<file path="src/hw/esrm_pkg.sv">
// Package for the engine status register bank: holding register numbers,
// command values, reset values, state codes and the structs that carry requests and faults.
// Assumes a frame engine outside that has already parsed each link request.
package esrm_pkg;

  // ==========================================================================
  // Holding register numbers, as seen by the link master.
  localparam logic [15:0] ESRM_ADDR_HOURS_HI = 16'h9c41;
  localparam logic [15:0] ESRM_ADDR_HOURS_LO = 16'h9c42;
  localparam logic [15:0] ESRM_ADDR_SPEED = 16'h9c43;
  localparam logic [15:0] ESRM_ADDR_VOLTS = 16'h9c44;
  localparam logic [15:0] ESRM_ADDR_OIL = 16'h9c45;
  localparam logic [15:0] ESRM_ADDR_TEMP = 16'h9c46;
  localparam logic [15:0] ESRM_ADDR_STATE = 16'h9c47;
  localparam logic [15:0] ESRM_ADDR_FLAGS_A = 16'h9c48;
  localparam logic [15:0] ESRM_ADDR_FLAGS_B = 16'h9c49;
  localparam logic [15:0] ESRM_ADDR_FLAGS_C = 16'h9c4a;
  localparam logic [15:0] ESRM_ADDR_SAVE = 16'h9d30;

  // ==========================================================================
  // Command values, node numbers and answer codes.
  localparam logic [15:0] ESRM_SAVE_VALUE = 16'h0001;
  localparam logic [7:0] ESRM_NODE_DEFAULT = 8'h01;
  localparam logic [7:0] ESRM_NODE_BROADCAST = 8'h00;
  localparam logic [7:0] ESRM_EXC_NONE = 8'h00;
  localparam logic [7:0] ESRM_EXC_BAD_ADDR = 8'h02;

  // ==========================================================================
  // Reset values of the bank's own state and the highest state code.
  localparam logic [15:0] ESRM_DATA_RESET = 16'h0000;
  localparam logic [31:0] ESRM_HOURS_RESET = 32'h0000_0000;
  localparam logic [4:0] ESRM_STATE_RESET_CODE = 5'h00;
  localparam logic [4:0] ESRM_STATE_MAX_CODE = 5'h10;

  // Sequencer states in the order of their reported numbers, 0 to 16.
  typedef enum logic [4:0] {
    ESRM_SEQ_ECU_STABILISE,
    ESRM_SEQ_STOPPED,
    ESRM_SEQ_STANDBY,
    ESRM_SEQ_PRESTART_1,
    ESRM_SEQ_SAFE_CHECK,
    ESRM_SEQ_PRESTART_2,
    ESRM_SEQ_CRANK,
    ESRM_SEQ_CRANK_REST,
    ESRM_SEQ_FALSE_START,
    ESRM_SEQ_WARMUP,
    ESRM_SEQ_LINE_FILL_1,
    ESRM_SEQ_LINE_FILL_2,
    ESRM_SEQ_RUN_LOADED,
    ESRM_SEQ_COOLDOWN,
    ESRM_SEQ_ETS_DELAY,
    ESRM_SEQ_SPINDOWN,
    ESRM_SEQ_WAIT_START
  } esrm_seq_t;

  // Active shutdown conditions, one bit each, high while active.
  typedef struct packed {
    logic overspeed;
    logic underspeed;
    logic overcrank;
    logic low_oil_press;
    logic high_eng_temp;
    logic low_fuel;
    logic low_disch_press;
    logic high_disch_press;
    logic no_speed_crank;
    logic low_lube;
    logic fuel_leak;
    logic fuel_filter;
    logic low_gbox_press_a;
    logic high_gbox_press_a;
    logic charger_fail;
    logic remote_stop;
    logic coolant_level;
    logic high_level;
    logic low_level;
    logic high_flow;
    logic low_flow;
    logic water_in_fuel;
    logic low_suction;
    logic high_suction;
    logic high_oil_temp;
    logic low_gbox_press_b;
    logic high_gbox_press_b;
    logic red_lamp;
    logic pivot_align;
    logic index_coolant;
    logic speed_lost_run;
  } esrm_faults_t;

  // One parsed register word of a link transaction.
  typedef struct packed {
    logic valid;
    logic first;
    logic [7:0] node;
    logic write;
    logic [15:0] addr;
    logic [15:0] wdata;
  } esrm_req_t;

  // Answer to one register word.
  typedef struct packed {
    logic valid;
    logic [7:0] exc;
    logic [15:0] data;
  } esrm_rsp_t;

endpackage

</file>
<file path="src/hw/esrm_hours_snap.sv">
// Holds a copy of the 32-bit engine hours for the span of one transaction.
// Assumes the capture pulse comes on the first word of each transaction.
`timescale 1ns/1ps

module esrm_hours_snap (
  // Clock and reset.
  input wire logic clk,
  input wire logic rst_n,
  // Live counter and capture pulse.
  input wire logic [31:0] hours_live,
  input wire logic capture,
  // Copy seen by the register bank.
  output logic [31:0] hours_view
);

  // ==========================================================================
  // State.
  typedef struct packed {
    logic [31:0] hold;
  } esrm_snap_state_t;

  esrm_snap_state_t s_q;
  esrm_snap_state_t s_d;

  // RULE_21: coherent hours capture.
  // Both halves come from one copy taken at the start of the transaction.
  always_comb begin
    s_d = s_q;
    if (capture) begin
      s_d.hold = hours_live;
    end
  end

  always_ff @(posedge clk) begin
    if (!rst_n) begin
      s_q.hold <= esrm_pkg::ESRM_HOURS_RESET;
    end else begin
      s_q <= s_d;
    end
  end

  // The capturing word itself must already see the fresh value.
  assign hours_view = capture ? hours_live : s_q.hold;

endmodule

</file>
<file path="src/hw/esrm_bank.sv">
// Engine status register bank answering parsed link requests word by word.
// Assumes an outside frame engine delivers one register word per request
// and that all live inputs come from logic on the same clock.
//
// What this block does
// RULE_01: Engine hours read-only over two registers.
// RULE_02: Supply voltage register reads tenths of volt.
// RULE_03: Speed, oil pressure, temperature follow voltage.
// RULE_04: One read-only active sequencer state number.
// RULE_05: Idle states encode as 0, 1, 2.
// RULE_06: Starting states encode as 3 through 8.
// RULE_07: Warm-up, line fills, running encode 9-12.
// RULE_08: Stopping states encode as 13 through 16.
// RULE_09: Fault bit reads one while fault active.
// RULE_10: First bitmap bits 0-3 engine faults.
// RULE_11: First bitmap bits 4-8 further faults.
// RULE_12: First bitmap bits 9-15 remaining faults.
// RULE_13: Second bitmap bits 0-4; 5,6 reserved.
// RULE_14: Second bitmap bits 7-9, 11; 10 reserved.
// RULE_15: Second bitmap gearbox, reserved, red lamp.
// RULE_16: Third bitmap bits 0-2; rest reserved.
// RULE_17: Link writes temporary, lost at power cycle.
// RULE_18: Writing one to save register commits.
// RULE_19: Answer only at configured node number.
// RULE_20: Reserved reads zero, read-only writes ignored.
// RULE_21: Hours halves captured coherently per transaction.
`timescale 1ns/1ps

module esrm_bank (
  // Clock and reset.
  input wire logic clk,
  input wire logic rst_n,
  // Live engine values.
  input wire logic [31:0] hours_live,
  input wire logic [15:0] speed_rpm,
  input wire logic [15:0] volts_tenths,
  input wire logic [15:0] oil_kpa,
  input wire logic [15:0] temp_c,
  input wire logic [4:0] seq_code,
  input wire esrm_pkg::esrm_faults_t faults,
  // Link configuration from the front panel.
  input wire logic [7:0] node_addr,
  input wire logic modbus_sel,
  // Parsed requests and their answers.
  input wire esrm_pkg::esrm_req_t req,
  output esrm_pkg::esrm_rsp_t rsp,
  // Non-volatile commit strobe.
  output logic nv_commit
);

  // ==========================================================================
  // State.
  typedef struct packed {
    esrm_pkg::esrm_rsp_t rsp;
    logic nv_commit;
    logic [4:0] seq;
  } esrm_bank_state_t;

  esrm_bank_state_t s_q;
  esrm_bank_state_t s_d;
  logic [31:0] hours_view;
  logic capture;
  logic for_us;
  logic broadcast;

  // ==========================================================================
  // Address decode; the save match is used by both the read and the write path, the status range by the read path.
  function automatic logic esrm_is_status(input logic [15:0] addr);
    esrm_is_status = (addr >= esrm_pkg::ESRM_ADDR_HOURS_HI) &&
                     (addr <= esrm_pkg::ESRM_ADDR_FLAGS_C);
  endfunction

  function automatic logic esrm_is_save(input logic [15:0] addr);
    esrm_is_save = (addr == esrm_pkg::ESRM_ADDR_SAVE);
  endfunction

  // ==========================================================================
  // Bitmap packing; unlisted positions stay zero.
  function automatic logic [15:0] esrm_flags_a(input esrm_pkg::esrm_faults_t f);
    logic [15:0] v;
    v = 16'h0000;
    // RULE_10: bits 0 to 3.
    v[0] = f.overspeed;
    v[1] = f.underspeed;
    v[2] = f.overcrank;
    v[3] = f.low_oil_press;
    // RULE_11: bits 4 to 8.
    v[4] = f.high_eng_temp;
    v[5] = f.low_fuel;
    v[6] = f.low_disch_press;
    v[7] = f.high_disch_press;
    v[8] = f.no_speed_crank;
    // RULE_12: bits 9 to 15.
    v[9] = f.low_lube;
    v[10] = f.fuel_leak;
    v[11] = f.fuel_filter;
    v[12] = f.low_gbox_press_a;
    v[13] = f.high_gbox_press_a;
    v[14] = f.charger_fail;
    v[15] = f.remote_stop;
    esrm_flags_a = v;
  endfunction

  function automatic logic [15:0] esrm_flags_b(input esrm_pkg::esrm_faults_t f);
    logic [15:0] v;
    v = 16'h0000;
    // RULE_13: bits 0 to 4, 5 and 6 reserved.
    v[0] = f.coolant_level;
    v[1] = f.high_level;
    v[2] = f.low_level;
    v[3] = f.high_flow;
    v[4] = f.low_flow;
    // RULE_14: bits 7 to 9 and 11.
    v[7] = f.water_in_fuel;
    v[8] = f.low_suction;
    v[9] = f.high_suction;
    v[11] = f.high_oil_temp;
    // RULE_15: gearbox pair and red lamp.
    v[12] = f.low_gbox_press_b;
    v[13] = f.high_gbox_press_b;
    v[15] = f.red_lamp;
    esrm_flags_b = v;
  endfunction

  function automatic logic [15:0] esrm_flags_c(input esrm_pkg::esrm_faults_t f);
    logic [15:0] v;
    v = 16'h0000;
    // RULE_16: bits 0 to 2 only.
    v[0] = f.pivot_align;
    v[1] = f.index_coolant;
    v[2] = f.speed_lost_run;
    esrm_flags_c = v;
  endfunction

  // ==========================================================================
  // Sequencer state numbers; a code outside this list names no state.
  // The enum lists the states in reported order, so its value is the number.
  function automatic logic esrm_seq_known(input logic [4:0] code);
    esrm_seq_known = 1'b0;
    case (code)
      // RULE_05: idle states 0 to 2.
      esrm_pkg::ESRM_SEQ_ECU_STABILISE,
      esrm_pkg::ESRM_SEQ_STOPPED,
      esrm_pkg::ESRM_SEQ_STANDBY: begin
        esrm_seq_known = 1'b1;
      end
      // RULE_06: starting states 3 to 8.
      esrm_pkg::ESRM_SEQ_PRESTART_1,
      esrm_pkg::ESRM_SEQ_SAFE_CHECK,
      esrm_pkg::ESRM_SEQ_PRESTART_2,
      esrm_pkg::ESRM_SEQ_CRANK,
      esrm_pkg::ESRM_SEQ_CRANK_REST,
      esrm_pkg::ESRM_SEQ_FALSE_START: begin
        esrm_seq_known = 1'b1;
      end
      // RULE_07: warm-up, line fills, running 9 to 12.
      esrm_pkg::ESRM_SEQ_WARMUP,
      esrm_pkg::ESRM_SEQ_LINE_FILL_1,
      esrm_pkg::ESRM_SEQ_LINE_FILL_2,
      esrm_pkg::ESRM_SEQ_RUN_LOADED: begin
        esrm_seq_known = 1'b1;
      end
      // RULE_08: stopping states 13 to 16.
      esrm_pkg::ESRM_SEQ_COOLDOWN,
      esrm_pkg::ESRM_SEQ_ETS_DELAY,
      esrm_pkg::ESRM_SEQ_SPINDOWN,
      esrm_pkg::ESRM_SEQ_WAIT_START: begin
        esrm_seq_known = 1'b1;
      end
      default: begin
        esrm_seq_known = 1'b0;
      end
    endcase
  endfunction

  // ==========================================================================
  // Node match and hours snapshot.
  // RULE_19: node number filter.
  // Broadcast writes are taken but never answered, as the link expects.
  assign broadcast = req.node == esrm_pkg::ESRM_NODE_BROADCAST;
  assign for_us = req.valid && modbus_sel && (req.node == node_addr);
  assign capture = for_us && req.first;

  esrm_hours_snap u_hours (
    .clk(clk),
    .rst_n(rst_n),
    .hours_live(hours_live),
    .capture(capture),
    .hours_view(hours_view)
  );

  // ==========================================================================
  // A word is taken on the edge at which it is valid and addressed to us.
  // Its answer stands for exactly the following cycle and then drops.
  // Words may follow back to back, so nothing but the last state code and
  // the hours copy carries over from one word to the next.
  // Live values are read in the cycle of their own word, not frozen for the
  // whole transaction. Only the hours pair needs a coherent copy, and a copy
  // of every register would cost far more flops than a master could notice.
  // A broadcast write gets no answer, so a master cannot learn from it
  // whether a save reached this node; it must use an addressed write for that.
  // Next state: one answer per word addressed to us, one cycle after it.
  always_comb begin
    s_d = s_q;
    s_d.rsp.valid = 1'b0;
    s_d.rsp.exc = esrm_pkg::ESRM_EXC_NONE;
    s_d.rsp.data = esrm_pkg::ESRM_DATA_RESET;
    s_d.nv_commit = 1'b0;
    // RULE_04: hold the last valid state code.
    // A code past the last state would name no state, so it is not taken.
    if (esrm_seq_known(seq_code)) begin
      s_d.seq = seq_code;
    end
    if (for_us && !req.write) begin
      s_d.rsp.valid = 1'b1;
      if (esrm_is_status(req.addr)) begin
        case (req.addr)
          // RULE_01: hours, high half first.
          esrm_pkg::ESRM_ADDR_HOURS_HI: begin
            s_d.rsp.data = hours_view[31:16];
          end
          esrm_pkg::ESRM_ADDR_HOURS_LO: begin
            s_d.rsp.data = hours_view[15:0];
          end
          // RULE_03: speed in RPM.
          esrm_pkg::ESRM_ADDR_SPEED: begin
            s_d.rsp.data = speed_rpm;
          end
          // RULE_02: voltage in tenths.
          esrm_pkg::ESRM_ADDR_VOLTS: begin
            s_d.rsp.data = volts_tenths;
          end
          // RULE_03: oil and temperature.
          esrm_pkg::ESRM_ADDR_OIL: begin
            s_d.rsp.data = oil_kpa;
          end
          esrm_pkg::ESRM_ADDR_TEMP: begin
            s_d.rsp.data = temp_c;
          end
          // RULE_05: state number readout.
          // RULE_06: encoding follows enum.
          // RULE_07: encoding follows enum.
          // RULE_08: encoding follows enum.
          esrm_pkg::ESRM_ADDR_STATE: begin
            s_d.rsp.data = {11'h000, s_q.seq};
          end
          // RULE_09: active fault reads one.
          esrm_pkg::ESRM_ADDR_FLAGS_A: begin
            s_d.rsp.data = esrm_flags_a(faults);
          end
          esrm_pkg::ESRM_ADDR_FLAGS_B: begin
            s_d.rsp.data = esrm_flags_b(faults);
          end
          esrm_pkg::ESRM_ADDR_FLAGS_C: begin
            s_d.rsp.data = esrm_flags_c(faults);
          end
          default: begin
            s_d.rsp.data = esrm_pkg::ESRM_DATA_RESET;
          end
        endcase
      end else if (esrm_is_save(req.addr)) begin
        // RULE_20: write-only command reads zero.
        s_d.rsp.data = esrm_pkg::ESRM_DATA_RESET;
      end else begin
        s_d.rsp.exc = esrm_pkg::ESRM_EXC_BAD_ADDR;
      end
    end
    if (req.valid && modbus_sel && req.write && (for_us || broadcast)) begin
      s_d.rsp.valid = for_us;
      s_d.rsp.data = req.wdata;
      if (esrm_is_save(req.addr)) begin
        // RULE_18: one commits pending changes.
        // Other values are acknowledged and do nothing.
        s_d.nv_commit = req.wdata == esrm_pkg::ESRM_SAVE_VALUE;
      end else begin
        // RULE_20: read-only writes refused.
        // Nothing is stored; the master gets an address exception.
        s_d.rsp.exc = esrm_pkg::ESRM_EXC_BAD_ADDR;
        s_d.rsp.data = esrm_pkg::ESRM_DATA_RESET;
      end
    end
  end

  // RULE_17: nothing from the link survives reset.
  // The bank keeps no copy of link writes, so a power cycle leaves only the
  // panel values held outside; keeping them needs the commit strobe.
  always_ff @(posedge clk) begin
    if (!rst_n) begin
      s_q.rsp.valid <= 1'b0;
      s_q.rsp.exc <= esrm_pkg::ESRM_EXC_NONE;
      s_q.rsp.data <= esrm_pkg::ESRM_DATA_RESET;
      s_q.nv_commit <= 1'b0;
      s_q.seq <= esrm_pkg::ESRM_STATE_RESET_CODE;
    end else begin
      s_q <= s_d;
    end
  end

  // Outputs straight from the state flops.
  assign rsp = s_q.rsp;
  assign nv_commit = s_q.nv_commit;

endmodule

</file>
<file path="config.mk">
export PLATFORM = sky130hd
export DESIGN_NAME = esrm_bank
export DESIGN_NICKNAME = d
export VERILOG_FILES = /design/src/hw/esrm_pkg.sv /design/src/hw/esrm_hours_snap.sv /design/src/hw/esrm_bank.sv
export SDC_FILE = /design/constraint.sdc
export NUM_CORES = 1
export LEC_CHECK = 0
export ABC_AREA = 1
export BUFFER_PORTS_ARGS = -buffer_cell sky130_fd_sc_hd__buf_2
export CAP_MARGIN = 10
export CORE_ASPECT_RATIO = 1.25
export CORE_MARGIN = 5
export CORE_UTILIZATION = 43
export CTS_CLUSTER_DIAMETER = 30
export DETAILED_ROUTE_END_ITERATION = 7
export GPL_ROUTABILITY_DRIVEN = 1
export HOLD_SLACK_MARGIN = 0.15
export PLACE_DENSITY = 0.78
export SETUP_SLACK_MARGIN = 0.02
export SYNTH_ARGS = -nofsm -noshare
export SYNTH_HDL_FRONTEND = slang
export SYNTH_SLANG_ARGS = --single-unit
</file>
<file path="constraint.sdc">
create_clock -name clk -period 1.65 [get_ports clk]
set_input_delay 0.2475 -clock clk [delete_from_list [all_inputs] [get_ports clk]]
set_output_delay 0.2475 -clock clk [all_outputs]
set_load 0.02 [all_outputs]
</file>
## Yosys cells after proc, flatten, opt, wreduce, memory -nomap -nowiden

Memory sizes are Yosys's and may differ from the RTL's.
Index checks and enable logic that the tools add are counted.
W data, S select, Z words.

- Logic and storage cells: 42
- Register bits after elaboration: 63
- Bits in read-only memories: 32
- Bits of input ports: 186
- Output and inout port bits: 26
- Memories: 1

Memories:

| name | words | bits a word | read ports | clocked after memory_dff | write ports | RTL line | RTL |
|---|---|---|---|---|---|---|---|
| (name not given) | 32 | 1 | 1 | 0 | 0 | esrm_bank.sv:140 | `case (code)` |

- $lt $le $gt $ge: 2
- Reductions and logical operators: 11
- Eq/ne operators: 13
- Mux-type cells: 9

Operator list:

| operator | number |
|---|---|
| $eq A16 B16 Y1 const B | 11 |
| $pmux W16 S10 | 1 |
| $mux W32 | 1 |
| $mux W26 | 1 |
| $mux W25 | 1 |
| $mux W24 | 1 |
| $eq A16 B1 Y1 const B | 1 |
| $ge A16 B16 Y1 const B | 1 |
| $le A16 B16 Y1 const B | 1 |
| $mux W16 | 1 |
| $eq A8 B8 Y1 | 1 |
| $logic_not A8 Y1 | 1 |
| $mux W8 | 1 |
| $logic_and A1 B1 Y1 | 7 |
| $reduce_and A3 Y1 | 1 |
| $mux W2 | 1 |
| $logic_not A1 Y1 | 1 |
| $logic_or A1 B1 Y1 | 1 |
| $mux W1 | 1 |

## Longest topological paths before layout

- Depth after elaboration: 9
- Mapped depth: 14
- Mapped depth without buffers: 12

## Hierarchy

From an unflattened synthesis, not the netlist that was laid out.

- Cells, all modules: 792
- Area total of the unflattened synthesis: 4789.6 µm²

By module, submodules not included:

| module | cells each | area an instance (µm²) | sequential area each (µm²) | instances |
|---|---|---|---|---|
| esrm_bank | 524 | 2995.4 | 480.5 | 1 |
| esrm_hours_snap | 268 | 1794.2 | 640.6 | 1 |

## Worst setup path before layout

No wires, ideal clock.

- Path type: input -> register
- Start point: input port req[20] in the netlist's numbering
- End point: register, netlist name rsp[13]
- Path slack: 0.097 ns
- Path buffers: 1
- Setup time: 0.069 ns
- Required time: 1.581 ns
- Cell stages on the path: 12
- Data arrival time: 1.485 ns
- Path through: inv_1 nand2_1 nor2_4 inv_2 nor2_4 nand2_2 nor3_4 buf_6 nand3_2 nand3_1 nand2_1 a21oi_2

- Cells in the longest elaborated chain, start to end: 5
- Elaborated cells on any way between the ends: 19
- Those cells by class: order compare: 2; eq/ne: 11; mux: 5; reduce/logical: 1

Ends and longest elaborated chain:

| item | RTL line | RTL |
|---|---|---|
| start, declared | esrm_bank.sv:45 | `input wire esrm_pkg::esrm_req_t req,` |
| $ge A16 B16 Y1, or another cell as far along | esrm_bank.sv:69 | `esrm_is_status = (addr >= esrm_pkg::ESRM_ADDR_HOURS_HI) &&` |
| $logic_and A1 B1 Y1 / $pmux W16 S10 (equally long branches) | esrm_bank.sv:69, esrm_bank.sv:217 |  |
| $mux W16 | esrm_bank.sv:216 | `if (esrm_is_status(req.addr)) begin` |
| $mux W25 | esrm_bank.sv:214 | `if (for_us && !req.write) begin` |
| $mux W26 * | esrm_bank.sv:268 | `if (req.valid && modbus_sel && req.write && (for_us \|\| broadcast)) begin` |

Mark *: on every way between the ends. The rest lies on a longest branch, timed or not.
A chain may end at the register's enable or synchronous reset.

## Final worst setup path

- Start point: input port req[27] in the netlist's numbering
- End point: register, netlist name rsp[0]

- Cells in the longest elaborated chain, start to end: 5
- Elaborated cells on any way between the ends: 19
- Those cells by class: order compare: 2; eq/ne: 11; mux: 5; reduce/logical: 1

Ends and longest elaborated chain:

| item | RTL line |
|---|---|
| $ge A16 B16 Y1, or another cell as far along | esrm_bank.sv:69 |
| $logic_and A1 B1 Y1 / $pmux W16 S10 (equally long branches) | esrm_bank.sv:69, esrm_bank.sv:217 |
| $mux W16 | esrm_bank.sv:216 |
| $mux W25 | esrm_bank.sv:214 |
| $mux W26 * | esrm_bank.sv:268 |

Marked as above.

==> run summary <==
- **gate count after technology mapping** 777
- **share of the synthesized area in the top cell type** 24.61%
- **starting density of the core** 43.35%
- **sink count of the clock tree** 56
- **critical path arrival** 1.79 ns
- **Ys Warns** 0
- **Clock Latency Late Sink** 0.30 ns
- **number of register bits inferred by synthesis** 56
- **Clock Skews** 0.006127 ns
- **Synth area leader** sky130_fd_sc_hd__dfxtp_1
- **number of routed nets with antenna violations** 0
- **clock slew at the register clock pins of the worst setup and hold paths** 0.07 ns
- **beginning of the critical path** req[27]
- **end point of the critical path** rsp[0]
- **sequential share of the synthesized area** 24.61%
- **total chip power** 0.003095 W
- **syn_area_per_cell** 5.863 sq um
- **CP Capture Type** register
- **die boundary width** 102.1 um
- **crit start category** primary input
- **routed vias/inst** 5.100
- **final-stage net count** 1223
- **maximum vdd ir drop** 0.4610 mV
- **clk buf depth** 2
- **total power density per cell area** 461.5 nW/um^2
- **Critical Path RT** 1.85 ns
- **TritonCTS clock tree** built
- **cell area reported after detailed placement** 6156 sq um
- **final setup fails** 0
- **total clock buffers created by CTS** 5
- **stage delay of the slowest cell on the critical path** 0.17 ns
- **worst hold-check path type** in2reg
- **mean routed wirelength per cell** 15.44 um
- **worst flop-to-flop path startpoint** s_q[2]
- **Netlist cell types** 37
- **CP cell instances** buf_2 > nand2_1 > inv_2 > nand2_4 > inv_2 > nand2_4 > nor2_4 > buf_6 > buf_12 > clkbuf_16 > nand4_1 > nand3_2 > nor2_2 > nand3_1 > nand2_1 > a21oi_2
- **P_leak** 3.706 nW
- **port buffer count** 204
- **Non-Filler Cell Area, Final** 6705 sq um
- **first-pass GRT wire length** 26.29 mm
- **GRT Overall Usage** 26.01%
- **overflow left after global routing** 0
- **number of global-route vias before repair** 5570
- **slowest library cell on the worst path** sky130_fd_sc_hd__nor2_2
- **area delta synth->final** 47.18%
- **peak fanout along the critical path** 6
- **largest cells by area after synthesis** sky130_fd_sc_hd__dfxtp_1, sky130_fd_sc_hd__nand2_1, sky130_fd_sc_hd__inv_1
- **Async SR Flop Fraction** 0%
- **final slew viol count** 0
- **share of post-route cells with drive strength above 1** 38.34%
- **number of fillers in the final layout** 985
- **largest net degree at the start of global routing** 30
- **H-tree levels** 2
- **number of vias in the routed layout** 5982
- **number of detailed-routing iterations run before antenna repair** 6
- **Critical Setup Path Class** in2reg
- **hold violation count in the final report** 0
- **core area** 10510 sq um
- **outcome** complete, no violations
- **CTS Hold Bufs** 0
- **clock root buffer** sky130_fd_sc_hd__clkbuf_16
- **max-capacitance violation count** 0
- **row count** 42
- **Remaining DRCs** 0
- **number of antenna violations at the first check in global routing** 5
- **number of enable-type register cells in the synthesized netlist** 0
- **most frequent cells after synthesis** sky130_fd_sc_hd__nand2_1, sky130_fd_sc_hd__inv_1, sky130_fd_sc_hd__nor2_1
- **Final HPWL DP** 14.43 mm
- **post-route clock period utilization** 96.12%
- **chip height** 125.1 um
- **aggregate routed wire length** 18.11 mm
- **R2R setup slack** 0.58 ns
- **Starting DRT DRC Count** 398
- **most common cell in the synthesized netlist** sky130_fd_sc_hd__nand2_1
- **post-synth design cell area** 4556 sq um
- **most used flip-flop cell after synthesis** sky130_fd_sc_hd__dfxtp_1
- **IO Pins** 212
- **final RePlAce weighted congestion** 0.9893
- **endpoint of the most critical register-to-register path** rsp[2]
- **R2R cell count** 8
- **Period minus WS final** 1.586 ns
- **maximum achievable frequency** 0.6305 GHz
- **Die ar.** 12770 sq um
cells in the final DEF, fill, tap and decap left out, types with 2 or more instances in the layout:
cell type and n:
sky130_fd_sc_hd__buf_2 201, sky130_fd_sc_hd__nand2_1 141, sky130_fd_sc_hd__inv_1 140, sky130_fd_sc_hd__nor2_1 124, sky130_fd_sc_hd__buf_4 86, sky130_fd_sc_hd__nand4_1 72, sky130_fd_sc_hd__dfxtp_1 56, sky130_fd_sc_hd__nand3_1 51
sky130_fd_sc_hd__nand3_2 22, sky130_fd_sc_hd__o21ai_0 19, sky130_fd_sc_hd__a21oi_2 13, sky130_fd_sc_hd__inv_2 11, sky130_fd_sc_hd__nor2_4 11, sky130_fd_sc_hd__nor2_2 9, sky130_fd_sc_hd__clkbuf_16 9, sky130_fd_sc_hd__a21oi_1 8
sky130_fd_sc_hd__buf_6 8, sky130_fd_sc_hd__buf_12 8, sky130_fd_sc_hd__conb_1 7, sky130_fd_sc_hd__nand2_2 5, sky130_fd_sc_hd__nor3_1 5, sky130_fd_sc_hd__nor4_1 5, sky130_fd_sc_hd__nand2_4 4, sky130_fd_sc_hd__diode_2 3
sky130_fd_sc_hd__o21ai_1 2, sky130_fd_sc_hd__xor2_1 2, sky130_fd_sc_hd__or2_2 2, sky130_fd_sc_hd__inv_6 2
area by class of cell:
class | count | area [sq um] | area share, %
antenna | 3 | 7.507 | 0.1120
clock buffer | 5 | 125.1 | 1.866
clock inverter | 3 | 25.02 | 0.3732
inverter | 152 | 570.5 | 8.509
multi-input combinational | 515 | 2689 | 40.10
sequential | 56 | 1121 | 16.72
tap | 132 | 165.2 | 2.463
timing repair buffer | 307 | 2002 | 29.86
registers in the layout, summed over array words and instances (netlist names):
name         cells
u_hours.s_q     32
rsp             18
s_q              5
nv_commit        1
how the worst min path moves through the flow:
stage                            from      to  slack, ns  depth (start not counted)
after global placement         s_q[2]  s_q[2]       0.45                          2
final                     seq_code[4]  s_q[4]       0.20                          3
after detailed placement       s_q[0]  s_q[0]       0.46                          2
after global routing      seq_code[4]  s_q[4]       0.20                          3
after floorplan                 rst_n  s_q[3]       0.38                          2
after CTS                 seq_code[4]  s_q[4]       0.20                          3
worst max-delay path, delay by kind of cell:
family / cells / cell delay [ns]
AND/OR/NAND/NOR: 9 / 0.86
buffers and inverters: 6 / 0.60
AO/OA/AOI/OAI: 1 / 0.05
logic make-up (layout without fill, tap and decap cells):
group	Yosys count	after routing	share of synthesized area (%)
compound gates	44	44	5.823
flops	56	56	24.61
other cells	1	10	0.08232
buf+inv	212	467	20.52
xor+xnor	3	3	0.5769
simple gates	461	461	48.39
where the power goes:
| group | switching, W | internal, W |
|---|---|---|
| Combinational | 0.000338 | 0.000291 |
| Clock | 0.000529 | 0.000575 |
| Sequential | 0.00000418 | 0.00136 |
| Total | 0.000871 | 0.00222 |
per-stage QoR:
stage          setup WS, ns  hold WS (ns)  util (%)  std cells  setup TNS, ns
5_1_grt            -0.03793        0.2042     63.80       1173        -0.3098
3_5_place_dp        -0.2572        0.4638     58.57       1146         -3.217
3_3_place_gp        -0.2405        0.4504     58.57       1146         -2.753
4_1_cts             0.04613        0.1957     60.00       1154              0
6_report            0.06405        0.1955     63.80       1173              0
2_1_floorplan       0.09674        0.3832         -        783              0
what timing repair did:
action,in CTS,in global routing
endpoints found under the hold margin,0,0
resized for setup,0,52
setup buffers,0,12
endpoints found under the setup margin,0,16
layer usage:
| layer | share of wire [%] | global-route usage (%) | wire (um) | vias up |
|---|---|---|---|---|
| li1 | - | - | - | 2941 |
| met1 | 36 | 27.64 | 6467 | 2677 |
| met2 | 49 | 46.73 | 8902 | 281 |
| met3 | 8.9 | 5.738 | 1606 | 79 |
| met4 | 6.1 | 13.59 | 1096 | 4 |
| met5 | 0.22 | 0 | 40 | - |
Note: power is estimated with default switching activity, not from simulation.
